## src/hdl/tfs_pkg.sv

```systemverilog
// Package of constants for the drive I/O terminal function select
package tfs_pkg;
  // ---------------------------------------------------------------------------
  // Terminal counts and code widths
  // ---------------------------------------------------------------------------
  localparam int TFS_NUM_IN = 9;
  localparam int TFS_NUM_OUT = 5;
  localparam int TFS_CODE_W = 6;
  localparam int TFS_NUM_SRC = 64;
  // ---------------------------------------------------------------------------
  // Input function codes
  // ---------------------------------------------------------------------------
  localparam logic [5:0] IN_SPEED_STEP_BIT1 = 6'h00;
  localparam logic [5:0] IN_SPEED_STEP_BIT2 = 6'h01;
  localparam logic [5:0] IN_SPEED_STEP_BIT4 = 6'h02;
  localparam logic [5:0] IN_SPEED_STEP_BIT8 = 6'h03;
  localparam logic [5:0] IN_RAMP_SELECT_BIT1 = 6'h04;
  localparam logic [5:0] IN_RAMP_SELECT_BIT2 = 6'h05;
  localparam logic [5:0] IN_SELF_HOLD = 6'h06;
  localparam logic [5:0] IN_COAST_STOP = 6'h07;
  localparam logic [5:0] IN_FAULT_CLEAR = 6'h08;
  localparam logic [5:0] IN_TORQUE_LIMIT_SEL = 6'h0e;
  // ---------------------------------------------------------------------------
  // Output function codes
  // ---------------------------------------------------------------------------
  localparam logic [5:0] OUT_RUNNING = 6'h00;
  localparam logic [5:0] OUT_FREQ_DET_ONE = 6'h02;
  localparam logic [5:0] OUT_UNDERVOLT = 6'h03;
  localparam logic [5:0] OUT_TORQUE_POL = 6'h04;
  localparam logic [5:0] OUT_RESTART = 6'h06;
  localparam logic [5:0] OUT_OVERLOAD_WARN = 6'h07;
  localparam logic [5:0] OUT_KEYPAD = 6'h08;
  localparam logic [5:0] OUT_STOPPED = 6'h09;
  localparam logic [5:0] OUT_READY = 6'h0a;
  localparam logic [5:0] OUT_LINE_CTR = 6'h0b;
  localparam logic [5:0] OUT_DRV_OUT_CTR = 6'h0c;
  localparam logic [5:0] OUT_DRV_IN_CTR = 6'h0d;
  localparam logic [5:0] OUT_MOTOR2 = 6'h0e;
  localparam logic [5:0] OUT_AUX_RUN = 6'h0f;
  localparam logic [5:0] OUT_STAGE_CHG = 6'h10;
  localparam logic [5:0] OUT_CYCLE_DONE = 6'h11;
  localparam logic [5:0] OUT_STAGE_B0 = 6'h12;
  localparam logic [5:0] OUT_FAULT_B0 = 6'h15;
  localparam logic [5:0] OUT_FAN = 6'h19;
  localparam logic [5:0] OUT_RETRY = 6'h1a;
  localparam logic [5:0] OUT_SERIAL_DO = 6'h1b;
  localparam logic [5:0] OUT_HEATSINK = 6'h1c;
  localparam logic [5:0] OUT_LIFE = 6'h1e;
  localparam logic [5:0] OUT_FREQ_DET_TWO = 6'h1f;
  localparam logic [5:0] OUT_OVERLOAD_TWO = 6'h20;
  localparam logic [5:0] OUT_CUR_IN_OFF = 6'h21;
  localparam logic [5:0] OUT_TORQUE_LIM = 6'h25;
  // ---------------------------------------------------------------------------
  // Settings and register map
  // ---------------------------------------------------------------------------
  localparam logic [1:0] TUNING_TORQUE_LIM2 = 2'h2;
  localparam logic [11:0] ADDR_IN_FUNC_BASE = 12'h000;
  localparam logic [11:0] ADDR_OUT_FUNC_BASE = 12'h040;
  localparam logic [11:0] ADDR_CONFIG = 12'h080;
  localparam logic [11:0] ADDR_STATUS = 12'h084;
  localparam logic [11:0] ADDR_SERIAL_DO = 12'h088;
  localparam int CFG_TUNING_LSB = 0;
  localparam int CFG_ZERO_RESTART = 2;
  localparam logic [1:0] TUNING_RESET = 2'h0;
endpackage : tfs_pkg

```

## src/hdl/tfs_terminal_select.sv

```systemverilog
// Terminal function routing of a drive with an APB register file
`timescale 1ns/10ps
module tfs_terminal_select import tfs_pkg::*; #(
  parameter int NUM_IN = TFS_NUM_IN,
  parameter int NUM_OUT = TFS_NUM_OUT
) (
  // Clock and reset
  input wire logic core_clk,
  input wire logic rst_n,
  // APB slave
  input wire logic psel,
  input wire logic penable,
  input wire logic pwrite,
  input wire logic [11:0] paddr,
  input wire logic [31:0] pwdata,
  output logic [31:0] prdata,
  output logic pready,
  output logic pslverr,
  // Input terminals (asynchronous contacts)
  input wire logic [NUM_IN-1:0] term_in,
  // Internal status sources
  input wire logic freq_nonzero,
  input wire logic dc_brake_active,
  input wire logic bus_below_level,
  input wire logic uv_protect_active,
  input wire logic torque_braking,
  input wire logic current_limit_active,
  input wire logic torque_limit_active,
  input wire logic regen_avoid_active,
  input wire logic pullin_start,
  input wire logic prior_freq_regained,
  input wire logic freq_level_detect_one,
  input wire logic freq_level_detect_two,
  input wire logic overload_early_warn,
  input wire logic overload_level_two,
  input wire logic keypad_operation_ind,
  input wire logic ready_ind,
  input wire logic line_contactor_ctrl,
  input wire logic drive_output_contactor_ctrl,
  input wire logic drive_input_contactor_ctrl,
  input wire logic second_motor_switch,
  input wire logic auxiliary_run_out,
  input wire logic stage_change_pulse,
  input wire logic pattern_cycle_done_pulse,
  input wire logic [2:0] stage_number,
  input wire logic [3:0] fault_code,
  input wire logic fan_running,
  input wire logic retry_active,
  input wire logic heatsink_overheat_warn,
  input wire logic life_alert,
  input wire logic current_input_off_flag,
  input wire logic delayed_torque_limit_flag,
  // Decoded input functions
  output logic [3:0] speed_step,
  output logic [1:0] ramp_pair_sel,
  output logic self_hold_input,
  output logic coast_stop_input,
  output logic fault_clear_input,
  output logic torque_limit2_sel,
  // Output terminals
  output logic [NUM_OUT-1:0] term_out
);
  // ---------------------------------------------------------------------------
  // State
  // ---------------------------------------------------------------------------
  typedef struct packed {
    logic [NUM_IN-1:0][5:0] in_code;
    logic [NUM_OUT-1:0][5:0] out_code;
    logic [1:0] motor_tuning_setting;
    logic zero_restart;
    logic serial_do;
    logic [NUM_IN-1:0] sync1;
    logic [NUM_IN-1:0] sync2;
    logic restart_ind;
    logic [NUM_OUT-1:0] term;
    logic [31:0] rdata;
  } tfs_state_t;

  tfs_state_t st_q;
  tfs_state_t st_d;
  logic running;
  logic stopped_ind;
  logic undervoltage_flag;
  logic torque_limiting_flag;
  logic [TFS_NUM_SRC-1:0] src;
  logic wr_en;
  logic rd_en;

  assign wr_en = psel && penable && pwrite;
  assign rd_en = psel && !penable && !pwrite;

  // ---------------------------------------------------------------------------
  // Reset codes and status sources
  // ---------------------------------------------------------------------------
  // Factory codes: terminal n carries function n
  function automatic logic [NUM_IN-1:0][5:0] reset_codes();
    logic [NUM_IN-1:0][5:0] codes;
    for (int n = 0; n < NUM_IN; n++) begin
      codes[n] = 6'(n);
    end
    return codes;
  endfunction

  localparam logic [NUM_IN-1:0][5:0] IN_RST = reset_codes();

  assign running = freq_nonzero && !dc_brake_active;
  assign stopped_ind = !running || dc_brake_active;
  assign undervoltage_flag = bus_below_level || uv_protect_active;
  assign torque_limiting_flag = current_limit_active || torque_limit_active ||
                                regen_avoid_active;

  always_comb begin
    src = '0;
    src[OUT_RUNNING] = running;
    src[OUT_FREQ_DET_ONE] = freq_level_detect_one;
    src[OUT_UNDERVOLT] = undervoltage_flag;
    src[OUT_TORQUE_POL] = torque_braking;
    src[OUT_RESTART] = st_q.restart_ind;
    src[OUT_OVERLOAD_WARN] = overload_early_warn;
    src[OUT_KEYPAD] = keypad_operation_ind;
    src[OUT_STOPPED] = stopped_ind;
    src[OUT_READY] = ready_ind;
    src[OUT_LINE_CTR] = line_contactor_ctrl;
    src[OUT_DRV_OUT_CTR] = drive_output_contactor_ctrl;
    src[OUT_DRV_IN_CTR] = drive_input_contactor_ctrl;
    src[OUT_MOTOR2] = second_motor_switch;
    src[OUT_AUX_RUN] = auxiliary_run_out;
    src[OUT_STAGE_CHG] = stage_change_pulse;
    src[OUT_CYCLE_DONE] = pattern_cycle_done_pulse;
    src[OUT_STAGE_B0 +: 3] = stage_number;
    src[OUT_FAULT_B0 +: 4] = fault_code;
    src[OUT_FAN] = fan_running;
    src[OUT_RETRY] = retry_active;
    src[OUT_SERIAL_DO] = st_q.serial_do;
    src[OUT_HEATSINK] = heatsink_overheat_warn;
    src[OUT_LIFE] = life_alert;
    src[OUT_FREQ_DET_TWO] = freq_level_detect_two;
    src[OUT_OVERLOAD_TWO] = overload_level_two;
    src[OUT_CUR_IN_OFF] = current_input_off_flag;
    src[OUT_TORQUE_LIM] = delayed_torque_limit_flag;
  end

  // ---------------------------------------------------------------------------
  // Input function decode
  // ---------------------------------------------------------------------------
  always_comb begin
    speed_step = '0;
    ramp_pair_sel = '0;
    self_hold_input = 1'b0;
    coast_stop_input = 1'b0;
    fault_clear_input = 1'b0;
    torque_limit2_sel = 1'b0;
    for (int i = 0; i < NUM_IN; i++) begin
      if (st_q.sync2[i]) begin
        unique case (st_q.in_code[i])
          IN_SPEED_STEP_BIT1: speed_step[0] = 1'b1;
          IN_SPEED_STEP_BIT2: speed_step[1] = 1'b1;
          IN_SPEED_STEP_BIT4: speed_step[2] = 1'b1;
          IN_SPEED_STEP_BIT8: speed_step[3] = 1'b1;
          IN_RAMP_SELECT_BIT1: ramp_pair_sel[0] = 1'b1;
          IN_RAMP_SELECT_BIT2: ramp_pair_sel[1] = 1'b1;
          IN_SELF_HOLD: self_hold_input = 1'b1;
          IN_COAST_STOP: coast_stop_input = 1'b1;
          IN_FAULT_CLEAR: fault_clear_input = 1'b1;
          IN_TORQUE_LIMIT_SEL: begin
            torque_limit2_sel = (st_q.motor_tuning_setting == TUNING_TORQUE_LIM2);
          end
          default: ;
        endcase
      end
    end
  end

  // ---------------------------------------------------------------------------
  // Next state
  // ---------------------------------------------------------------------------
  always_comb begin
    st_d = st_q;
    st_d.sync1 = term_in;
    st_d.sync2 = st_q.sync1;
    // Restart indication: zero restart clears first, then set wins over clear on regain
    if (st_q.zero_restart) begin
      st_d.restart_ind = 1'b0;
    end else if (pullin_start) begin
      st_d.restart_ind = 1'b1;
    end else if (prior_freq_regained) begin
      st_d.restart_ind = 1'b0;
    end
    for (int j = 0; j < NUM_OUT; j++) begin
      st_d.term[j] = src[st_q.out_code[j]];
    end
    if (wr_en) begin
      for (int k = 0; k < NUM_IN; k++) begin
        if (paddr == ADDR_IN_FUNC_BASE + 12'(4 * k)) begin
          st_d.in_code[k] = pwdata[5:0];
        end
      end
      for (int k = 0; k < NUM_OUT; k++) begin
        if (paddr == ADDR_OUT_FUNC_BASE + 12'(4 * k)) begin
          st_d.out_code[k] = pwdata[5:0];
        end
      end
      if (paddr == ADDR_CONFIG) begin
        st_d.motor_tuning_setting = pwdata[CFG_TUNING_LSB +: 2];
        st_d.zero_restart = pwdata[CFG_ZERO_RESTART];
      end
      if (paddr == ADDR_SERIAL_DO) begin
        st_d.serial_do = pwdata[0];
      end
    end
    if (rd_en) begin
      st_d.rdata = '0;
      for (int k = 0; k < NUM_IN; k++) begin
        if (paddr == ADDR_IN_FUNC_BASE + 12'(4 * k)) begin
          st_d.rdata[5:0] = st_q.in_code[k];
        end
      end
      for (int k = 0; k < NUM_OUT; k++) begin
        if (paddr == ADDR_OUT_FUNC_BASE + 12'(4 * k)) begin
          st_d.rdata[5:0] = st_q.out_code[k];
        end
      end
      if (paddr == ADDR_CONFIG) begin
        st_d.rdata[CFG_TUNING_LSB +: 2] = st_q.motor_tuning_setting;
        st_d.rdata[CFG_ZERO_RESTART] = st_q.zero_restart;
      end
      if (paddr == ADDR_STATUS) begin
        st_d.rdata[NUM_OUT-1:0] = st_q.term;
        st_d.rdata[16 +: NUM_IN] = st_q.sync2;
      end
      if (paddr == ADDR_SERIAL_DO) begin
        st_d.rdata[0] = st_q.serial_do;
      end
    end
  end

  always_ff @(posedge core_clk or negedge rst_n) begin
    if (!rst_n) begin
      st_q <= '0;
      st_q.in_code <= IN_RST;
    end else begin
      st_q <= st_d;
    end
  end

  assign prdata = st_q.rdata;
  assign pready = 1'b1;
  assign pslverr = 1'b0;
  assign term_out = st_q.term;

  // ---------------------------------------------------------------------------
  // Per-terminal checks
  // ---------------------------------------------------------------------------
  genvar gc;
  generate
    for (gc = 0; gc < NUM_OUT; gc++) begin : g_out_chk

    end
    for (gc = 0; gc < NUM_IN; gc++) begin : g_in_chk

    end
  endgenerate
endmodule : tfs_terminal_select

```

## config.mk

```make
export PLATFORM = sky130hd
export DESIGN_NAME = tfs_terminal_select
export DESIGN_NICKNAME = d
export VERILOG_FILES = /design/src/hdl/tfs_pkg.sv /design/src/hdl/tfs_terminal_select.sv
export SDC_FILE = /design/constraint.sdc
export NUM_CORES = 1
export LEC_CHECK = 0
export BUFFER_PORTS_ARGS = -buffer_cell sky130_fd_sc_hd__buf_2
export CORE_AREA = 3 3 131 120
export CTS_CLUSTER_DIAMETER = 100
export DETAILED_ROUTE_END_ITERATION = 12
export DIE_AREA = 0 0 134 123
export PLACE_DENSITY_LB_ADDON = 0.3
export SYNTH_ARGS = -nofsm -noshare
export SYNTH_HDL_FRONTEND = slang
export SYNTH_SLANG_ARGS = --single-unit
```

## constraint.sdc

```tcl
create_clock -name core_clk -period 5.15 [get_ports core_clk]
set_input_delay 0 -clock core_clk [delete_from_list [all_inputs] [get_ports core_clk]]
set_output_delay 0 -clock core_clk [all_outputs]
set_load 0.03 [all_outputs]
```

# Yosys cells after proc, flatten, opt, wreduce, memory -nomap -nowiden
# Index checks and enable logic that the tools add are counted.
dict set report totals {
  input_bits 94
  regBits 127
  output_inout_bits 49
}
dict set report classes {
  reduce_logical 38
  n_mux 175
  eq_ne 98
  magnitude_cmp 5
}
# cell count
set op_table {}
lappend op_table {{6-bit by 3-bit == test with 1-bit output, second input constant} 36}
lappend op_table {{1-bit 2-to-1 mux} 135}
lappend op_table {{6-bit by 2-bit == test with 1-bit output, second input constant} 18}
lappend op_table {{6-bit by 4-bit == test with 1-bit output, second input constant} 18}
lappend op_table {{6-bit 2-to-1 mux} 14}
lappend op_table {{12-bit by 7-bit == test with 1-bit output, second input constant} 5}
lappend op_table {{6-bit by 1-bit == test with 1-bit output, second input constant} 9}
lappend op_table {{6-bit zero test} 9}
lappend op_table {{12-bit by 5-bit == test with 1-bit output, second input constant} 4}
lappend op_table {{12-bit by 8-bit == test with 1-bit output, second input constant} 3}
lappend op_table {{4-bit 2-to-1 mux} 9}
lappend op_table {{6-bit by 7-bit < comparator with 1-bit output, second input constant} 5}
lappend op_table {{2-bit AND reduction} 16}
lappend op_table {{1-bit binary-select mux with 6-bit select} 5}
lappend op_table {{12-bit by 4-bit == test with 1-bit output, second input constant} 2}
lappend op_table {{2-bit 2-to-1 mux} 9}
lappend op_table {{12-bit by 3-bit == test with 1-bit output, second input constant} 1}
lappend op_table {{12-bit by 6-bit == test with 1-bit output, second input constant} 1}
lappend op_table {{12-bit zero test} 1}
lappend op_table {{9-bit 2-to-1 mux} 1}
lappend op_table {{1-bit logical AND} 5}
lappend op_table {{5-bit 2-to-1 mux} 1}
lappend op_table {{1-bit zero test} 4}
lappend op_table {{3-bit 2-to-1 mux} 1}
lappend op_table {{3 further kinds} 4}

# Logic depth before layout (Yosys ltp)
# Gate-level depths: netlist of run 1.
dict set report depth {
  depth_word 19
  depth_mapped 9
  mapped_depth_nobuf 6
}

# Least setup slack after synthesis of run 1
# OpenSTA, ideal clock, no wires.
dict set report synth_timing {
  path_kind {register to register}
  startpoint {register st_q[78] (netlist name)}
  endpoint {register st_q, in the netlist term_out[3]}
  required_ps 5023
  path_buffers 1
  synth_period_minus_slack_ps 1999
  arrival_ps 1872
  stages_incl_launch_ff 6
  path_slack_ps 3151
  setup_ps 127
  path_cell_list {dfrtp_1 > clkbuf_1 > mux4_2 > mux4_2 > nand3b_1 > o21ai_0}
}
# item line
set synth_rtl {}
lappend synth_rtl {{start, declared} tfs_terminal_select.sv:79} ;# tfs_state_t st_q;
lappend synth_rtl {{start signal, assigned} tfs_terminal_select.sv:242} ;# st_q <= st_d;

# Worst setup path in the final report of run 1
dict set report layout_timing {
  startpoint {register st_q[45] (netlist name)}
  endpoint {output fault_clear_input}
}
dict set report layout_via {
  elab_chain_cells 3
}
# item line
set layout_lines {}
lappend layout_lines {{1-bit 2-to-1 mux (*)} tfs_terminal_select.sv:154} ;# if (st_q.sync2[i]) begin
lappend layout_lines {{1-bit 2-to-1 mux} tfs_terminal_select.sv:155} ;# unique case (st_q.in_code[i])
lappend layout_lines {{1-bit 2-to-1 mux (*)} tfs_terminal_select.sv:154}
lappend layout_lines {{end, declared} tfs_terminal_select.sv:58} ;# output logic fault_clear_input,
# Every way passes the cells marked *; elsewhere a longest branch is shown, timed or not.

==> results of run 1 <==
worst reg2reg max path: stages, from the launching register on:
cell	delay, ns
dfrtp_1	0.74
mux4_2	0.60
mux2i_1	0.32
nor3b_1	0.09
a21oi_1	0.12
o31a_1	0.13
o21ai_0	0.10
final timing paths:
kind	to	slack, ns
max	fault_clear_input	2.42
min	term_out[4]	0.05
min reg2reg	st_q[44]	0.34
min in group asynchronous	st_d[43]	0.15
max in group asynchronous	st_q[80]	3.62
max reg2reg	term_out[3]	2.91
where the power goes:
group | switching, uW | internal, uW | total, uW
clock | 485 | 699 | 1180
sequential | 15.9 | 1020 | 1030
combinational | 174 | 84.0 | 258
timing repair:
action	in CTS	in global routing
hold buffers	12	0
gates resized for setup	0	0
hold endpoints to repair	56	0
state kept, by name (all words and copies together), names as in the netlist:
| name | flops |
|---|---|
| prdata | 15 |
| src | 2 |
| st_d | 9 |
| st_q | 96 |
| term_out | 5 |
kinds of logic after synthesis:
kind of cell	Yosys count
mux	151
buf+inv	96
compound gates	166
flops	127
other cells	2
simple gates	298
routing by layer:
metal,GRT usage,up-vias,share of wire
met1,0.525,3716,0.44
met2,0.462,471,0.41
met4,0.0823,2,0.016
met5,0,-,0.00047
met3,0.117,42,0.13
li1,-,3286,-
stage by stage:
stage                      util  instance area (um^2)  total power (uW)
after detailed placement  0.615                  8950              1300
final                     0.663                  9650              2470
after global routing      0.663                  9650              2550
after CTS                 0.663                  9650              2490
after global placement    0.615                  8950              1290
after floorplan               -                  8690              1210
cell usage in the layout, fill, tap and decap left out, types with 5 or more instances in the layout:
cell type	count
mux2_2	94
conb_1	19
a211oi_1	5
nor4b_1	10
dfstp_2	13
o22ai_1	12
dlygate4sd3_1	12
and3_1	7
a22oi_1	8
nor2b_1	22
nand3_1	46
o21ai_0	35
nand2_1	59
nand3b_1	8
and2_1	6
nor4_1	5
a31o_2	5
dfrtp_1	114
nand4_1	13
a221oi_1	6
a21oi_1	31
mux4_2	35
a22o_1	13
clkbuf_16	17
mux2i_1	22
a31oi_1	12
nor3b_1	13
nand2b_1	13
inv_6	5
buf_2	93
inv_1	11
nor2_1	49
nor3_1	16
a32oi_1	5
final cells by class:
cell class | instances | area (um^2) | area share
Timing Repair Buffer | 109 | 616 | 0.0638
Multi-Input combinational cell | 634 | 4970 | 0.515
Clock inverter | 13 | 129 | 0.0134
Clock buffer | 19 | 453 | 0.0469
Inverter | 12 | 45.0 | 0.00467
Tap cell | 198 | 248 | 0.0257
Sequential cell | 127 | 3190 | 0.331
==> metrics.md, run 1 <==
| Metric | Value |
|---|---|
| Outcome | `complete, no violations` |
| Ranking of synthesized cells by area | `dfrtp_1 (33%), mux2_2 (12%), mux4_2 (9.1%)` |
| Row cnt | `42` |
| H-tree levels | `4` |
| Worst EP arrival | `2.73 ns` |
| Max-Cap Viols | `0` |
| Clock Sinks | `127` |
| Setup violations, final | `0` |
| Mapped Avg Cell Area | `10.3 um^2` |
| Vias after detailed routing | `7,517` |
| Crit-path cells | `nor4b_1 -> nand2b_1 -> nor3b_1 -> a311oi_1 -> nand4_1 -> or4_1 -> buf_2` |
| Maximum VDD drop | `0.000394 V` |
| Fillcell total | `1,195` |
| Pin count of the biggest net entering global routing | `74` |
| Clk_lat worst skew | `0.43 ns` |
| First-pass GRT wire length | `42,000 um` |
| Reg2Reg Depth | `6` |
| Place WS | `2.63 ns` |
| Root Buffer | `clkbuf_16` |
| Initial antenna violation count | `1` |
| Setup TNS | `0 ns` |
| Die Area | `0.0165 mm^2` |
| Tot GR Track Use | `0.342` |
| Largest family of logic cells by synthesized area | `multiplexers` |
| Netlist cell types | `69` |
| Asr flop ratio synth | `1.00` |
| Synth top cells by count | `dfrtp_1 (114), mux2_2 (94), nand2_1 (59), nor2_1 (49), nand3_1 (46)` |
| Die Y | `123 um` |
| Drt wl/cell | `25.0 um` |
| CP Buf/Inv Count | `1` |
| Drt first pass iters | `5` |
| Synth area leader | `dfrtp_1` |
| Post-synthesis sequential area ratio | `0.370` |
| Setup ws final | `2.42 ns` |
| Critical path depth | `7` |
| Core area | `0.0146 mm^2` |
| Vias per std cell | `6.76` |
| Syn-to-layout area delta | `12.0%` |
| Worst Hold Class | `in -> reg` |
| N_diodes | `0` |
| Syn Std Cell Area | `0.00862 mm^2` |
| Post-synth EDFFs | `0` |
| Initial Util | `0.592` |
| Layout cell share with drive strength beyond 1 | `0.325` |
| TritonCTS clock tree | `built` |
| Fin. Hold Viols | `0` |
| Post-synth top area share | `0.331` |
| RSZ-0062 raised after global routing | `false` |
| Initial DRC count | `978` |
| Mapped Cells | `840` |
| Final slew viol count | `0` |
| Cells on Worst Hold Path | `5` |
| # IOs | `143` |
| Power density over the cells | `256 mW/mm^2` |
| Yosys warns | `0` |
| WS Path Type | `reg -> out` |
| CP startpoint kind | `register` |
| Main flop type after synthesis | `dfrtp_1` |
| Bufs on Longest Clock Path | `2` |
| Post-Route WL | `27,800 um` |
| Die Wd | `134 um` |
| CP peak stage delay | `0.72 ns` |
| Buffers on Ports | `94` |
| Post-CTS setup buffers | `0` |
| Crit. End Element | `output pin` |
| Worst-margin pin slew | `1.11 ns` |
| TritonCTS buffer count | `17` |
| Crit path max-delay family | `simple AND/OR/NAND/NOR gates` |
| Fin Clk Skew | `0.00797 ns` |
| Beginning of the critical path | `st_q[45]` |
| DRC | `0` |
| Xor and xnor area share after synthesis | `0` |
| Simple-Gate Fraction of Synth Area | `0.196` |
| Compound-Gate Fraction of Synth Area | `0.132` |
| Adder-cell share of the synthesized area | `0` |
| Slew HR | `0.247` |
| Inst Count DP | `1,068` |
| ANT nets after route | `0` |
| CP max stage cell | `nor4b_1` |
| Min Clock Period, post-route | `2.73 ns` |
| Gpl congestion | `0.986` |
| Leak | `0.00407 uW` |
| Worst hold slack | `0.0482 ns` |
| Worst Path Required | `5.15 ns` |
| Post-synthesis register bit count | `127` |
| Maximum fanout along the worst path | `3` |
| FMAX | `367 MHz` |
| Mux cell area share after synthesis | `0.240` |
| Total global routing overflow | `0` |
| Final #Nets | `995` |
| Detailed placement HPWL | `20,200 um` |
| Min-delay src | `delayed_torque_limit_flag` |
| Crit Reg-Reg Startpoint | `st_q[78]` |
| Number of global-route vias before repair | `6,844` |
| Top-count cell post-synth | `dfrtp_1` |
| Layout Cells excl Fill | `1,112` |
| Clock transition at path regs | `0.07 ns` |
| Tcrit/Tclk final | `0.530` |
Power figures use the tool's default switching activity.
==> run 2, diff against run 1 <==
- CORE_AREA: 3 3 131 120 -> 3 3 140 129
- DIE_AREA: 0 0 134 123 -> 0 0 143 132
- clock period: 5.15 -> 2.4 ns (I/O delays scaled with it)
==> metrics.md, run 2 (synthesized netlist as in run 1, its figures left out) <==
| Metric | Value |
|---|---|
| Total global routing overflow | `0 (unchanged)` |
| Clk_lat worst skew | `0.42 ns (was 0.43 ns)` |
| ANT nets after route | `0 (unchanged)` |
| Initial DRC count | `919 (was 978)` |
| Syn-to-layout area delta | `16.8% (was 12.0%)` |
| Setup violations, final | `0 (unchanged)` |
| Bufs on Longest Clock Path | `2 (unchanged)` |
| Outcome | `complete, no violations (unchanged)` |
| Worst Hold Class | `in -> reg (unchanged)` |
| Slew HR | `0.525 (was 0.247)` |
| Detailed placement HPWL | `21,000 um (was 20,200 um)` |
| Fillcell total | `1,410 (was 1,195)` |
| Die Area | `0.0189 mm^2 (was 0.0165 mm^2)` |
| Layout Cells excl Fill | `1,159 (was 1,112)` |
| Fin. Hold Viols | `0 (unchanged)` |
| Post-CTS setup buffers | `0 (unchanged)` |
| Final Util | `0.602 (was 0.663)` |
| Die Y | `132 um (was 123 um)` |
| Gpl congestion | `1.04 (was 0.986)` |
| CP startpoint kind | `register (unchanged)` |
| Pin count of the biggest net entering global routing | `67 (was 74)` |
| FMAX | `420 MHz` |
| TritonCTS buffer count | `17 (unchanged)` |
| Flop pwr share | `0.388 (was 0.417)` |
| Drt first pass iters | `6 (was 5)` |
| Clock Sinks | `127 (unchanged)` |
| Root Buffer | `clkbuf_16 (unchanged)` |
| Most frequent cells in the layout | `dfrtp_1 (114), mux2_2 (94), buf_2 (91), nand2_1 (59), nor2_1 (49) (was dfrtp_1 (114), mux2_2 (94), buf_2 (93), nand2_1 (59), nor2_1 (49))` |
| H-tree levels | `4 (unchanged)` |
| Layout cell share with drive strength beyond 1 | `0.349 (was 0.325)` |
| N_diodes | `0 (unchanged)` |
| Vias after detailed routing | `7,675 (was 7,517)` |
| Initial Util | `0.516 (was 0.592)` |
| First-pass GRT wire length | `43,600 um (was 42,000 um)` |
| Tcrit/Tclk final | `0.993` |
| Maximum VDD drop | `0.000579 V (was 0.000394 V)` |
| WS Path Type | `reg -> out (unchanged)` |
| Most common cell after layout, fill and taps aside | `dfrtp_1 (unchanged)` |
| Power density over the cells | `565 mW/mm^2 (was 256 mW/mm^2)` |
| Buffers on Ports | `94 (unchanged)` |
| Max reg flops | `96 (unchanged)` |
| Vias per std cell | `6.62 (was 6.76)` |
| TritonCTS clock tree | `built (unchanged)` |
| Min Clock Period, post-route | `2.38 ns` |
| Initial antenna violation count | `0 (was 1)` |
| Worst EP arrival | `2.38 ns (was 2.73 ns)` |
| Combinational share of power | `0.102 (was 0.104)` |
| Tot GR Track Use | `0.301 (was 0.342)` |
| Max-Cap Viols | `0 (unchanged)` |
| Number of global-route vias before repair | `7,299 (was 6,844)` |
| Post-Route WL | `28,200 um (was 27,800 um)` |
| # IOs | `143 (unchanged)` |
| Clock power frac | `0.509 (was 0.478)` |
| Row cnt | `45 (was 42)` |
| DRC | `0 (unchanged)` |
| Pint | `4340 uW (was 1800 uW)` |
| Switching Fraction | `0.238 (was 0.273)` |
| Worst-margin pin slew | `0.710 ns (was 1.11 ns)` |
| Clock transition at path regs | `0.06 ns (was 0.07 ns)` |
| Net Switching | `1350 uW (was 675 uW)` |
| Leak | `0.00431 uW (was 0.00407 uW)` |
| Worst Path Required | `2.40 ns (was 5.15 ns)` |
| Maximum fanout along the worst path | `4 (was 3)` |
| Drt wl/cell | `24.3 um (was 25.0 um)` |
| Crit. End Element | `output pin (unchanged)` |
| Final #Nets | `1,029 (was 995)` |
| Die Wd | `143 um (was 134 um)` |
| Final slew viol count | `0 (unchanged)` |
| Top reg by flops | `st_q (unchanged)` |
| RSZ-0062 raised after global routing | `true (was false)` |
| Core area | `0.0167 mm^2 (was 0.0146 mm^2)` |
| Inst Count DP | `1,113 (was 1,068)` |
| Fin Clk Skew | `0.0116 ns (was 0.00797 ns)` |
## run 2: changes by cell type in the layout (fill, tap and decap cells not counted), moves of 3 or more
cell / change
bufinv_16: +4
inv_6: -5
clkinvlp_4: -3
buf_4: +32
## run 2: cell type report
type | count | area, um^2 | area share
clock buffer | 23 | 488 | 0.0485
inverter | 12 | 45.0 | 0.00447
multi-input combinational | 634 | 4990 | 0.496
timing repair buffer | 143 | 906 | 0.0900
clock inverter | 9 | 180 | 0.0179
tap | 211 | 264 | 0.0262
sequential | 127 | 3190 | 0.317
## run 2: path summary, 6_finish.rpt
kind,cells past startpoint,endpoint,slack (ns),startpoint
max in group asynchronous,3,st_q[141],1.53,rst_n
worst max-delay path,7,fault_clear_input,0.02,st_q[133]
worst max register to register,6,term_out[3],0.36,st_q[78]
min in group asynchronous,2,st_q[105],0.07,rst_n
worst min-delay path,5,term_out[4],0.06,delayed_torque_limit_flag
worst min register to register,0,st_q[45],0.35,st_d[45]
## run 2: what timing repair did
action                     in CTS  in global routing
hold buffers                   14                  0
setup endpoints to repair       1                  3
pin swaps                       2                  1
gates resized for setup         1                  5
hold endpoints to repair      109                  0
## run 2: per-stage QoR
stage                     total power, uW  TNS, ns  worst slack [ns]  hold WS, ns  instance area, um^2
final                                5690        0            0.0169       0.0629                10100
after global routing                 5860  -0.0267           -0.0267       0.0902                10100
after CTS                            5700        0            0.0222       0.0479                10000
after detailed placement             2800        0             0.294      -0.0506                 9230
after global placement               2800        0             0.298      -0.0525                 9230
after floorplan                      2590        0             0.401       -0.296                 8690
## run 2: critical path: stages (launching register included)
cell	delay [ns]
dfstp_2	0.58
nor4b_2	0.08
nand2b_1	0.12
nor3b_1	0.08
a311oi_1	0.26
nand4_1	0.17
or4_1	0.51
buf_4	0.19
## run 2: power by group through the flow
stage | logic (uW) | registers (uW) | clock network, uW
6_report | 583 | 2210 | 2900
5_1_grt | 627 | 2220 | 3020
4_1_cts | 574 | 2210 | 2920
3_5_place_dp | 555 | 2250 | 0
3_3_place_gp | 551 | 2250 | 0
2_1_floorplan | 359 | 2240 | 0
## run 2: layer usage
| metal | wire length, um | GRT usage | up-vias | share of wire |
|---|---|---|---|---|
| li1 | - | - | 3347 | - |
| met1 | 12500 | 0.459 | 3799 | 0.44 |
| met2 | 11900 | 0.420 | 488 | 0.42 |
| met3 | 3230 | 0.0845 | 41 | 0.11 |
| met4 | 557 | 0.0776 | 0 | 0.020 |
| met5 | 0 | 0 | - | 0 |
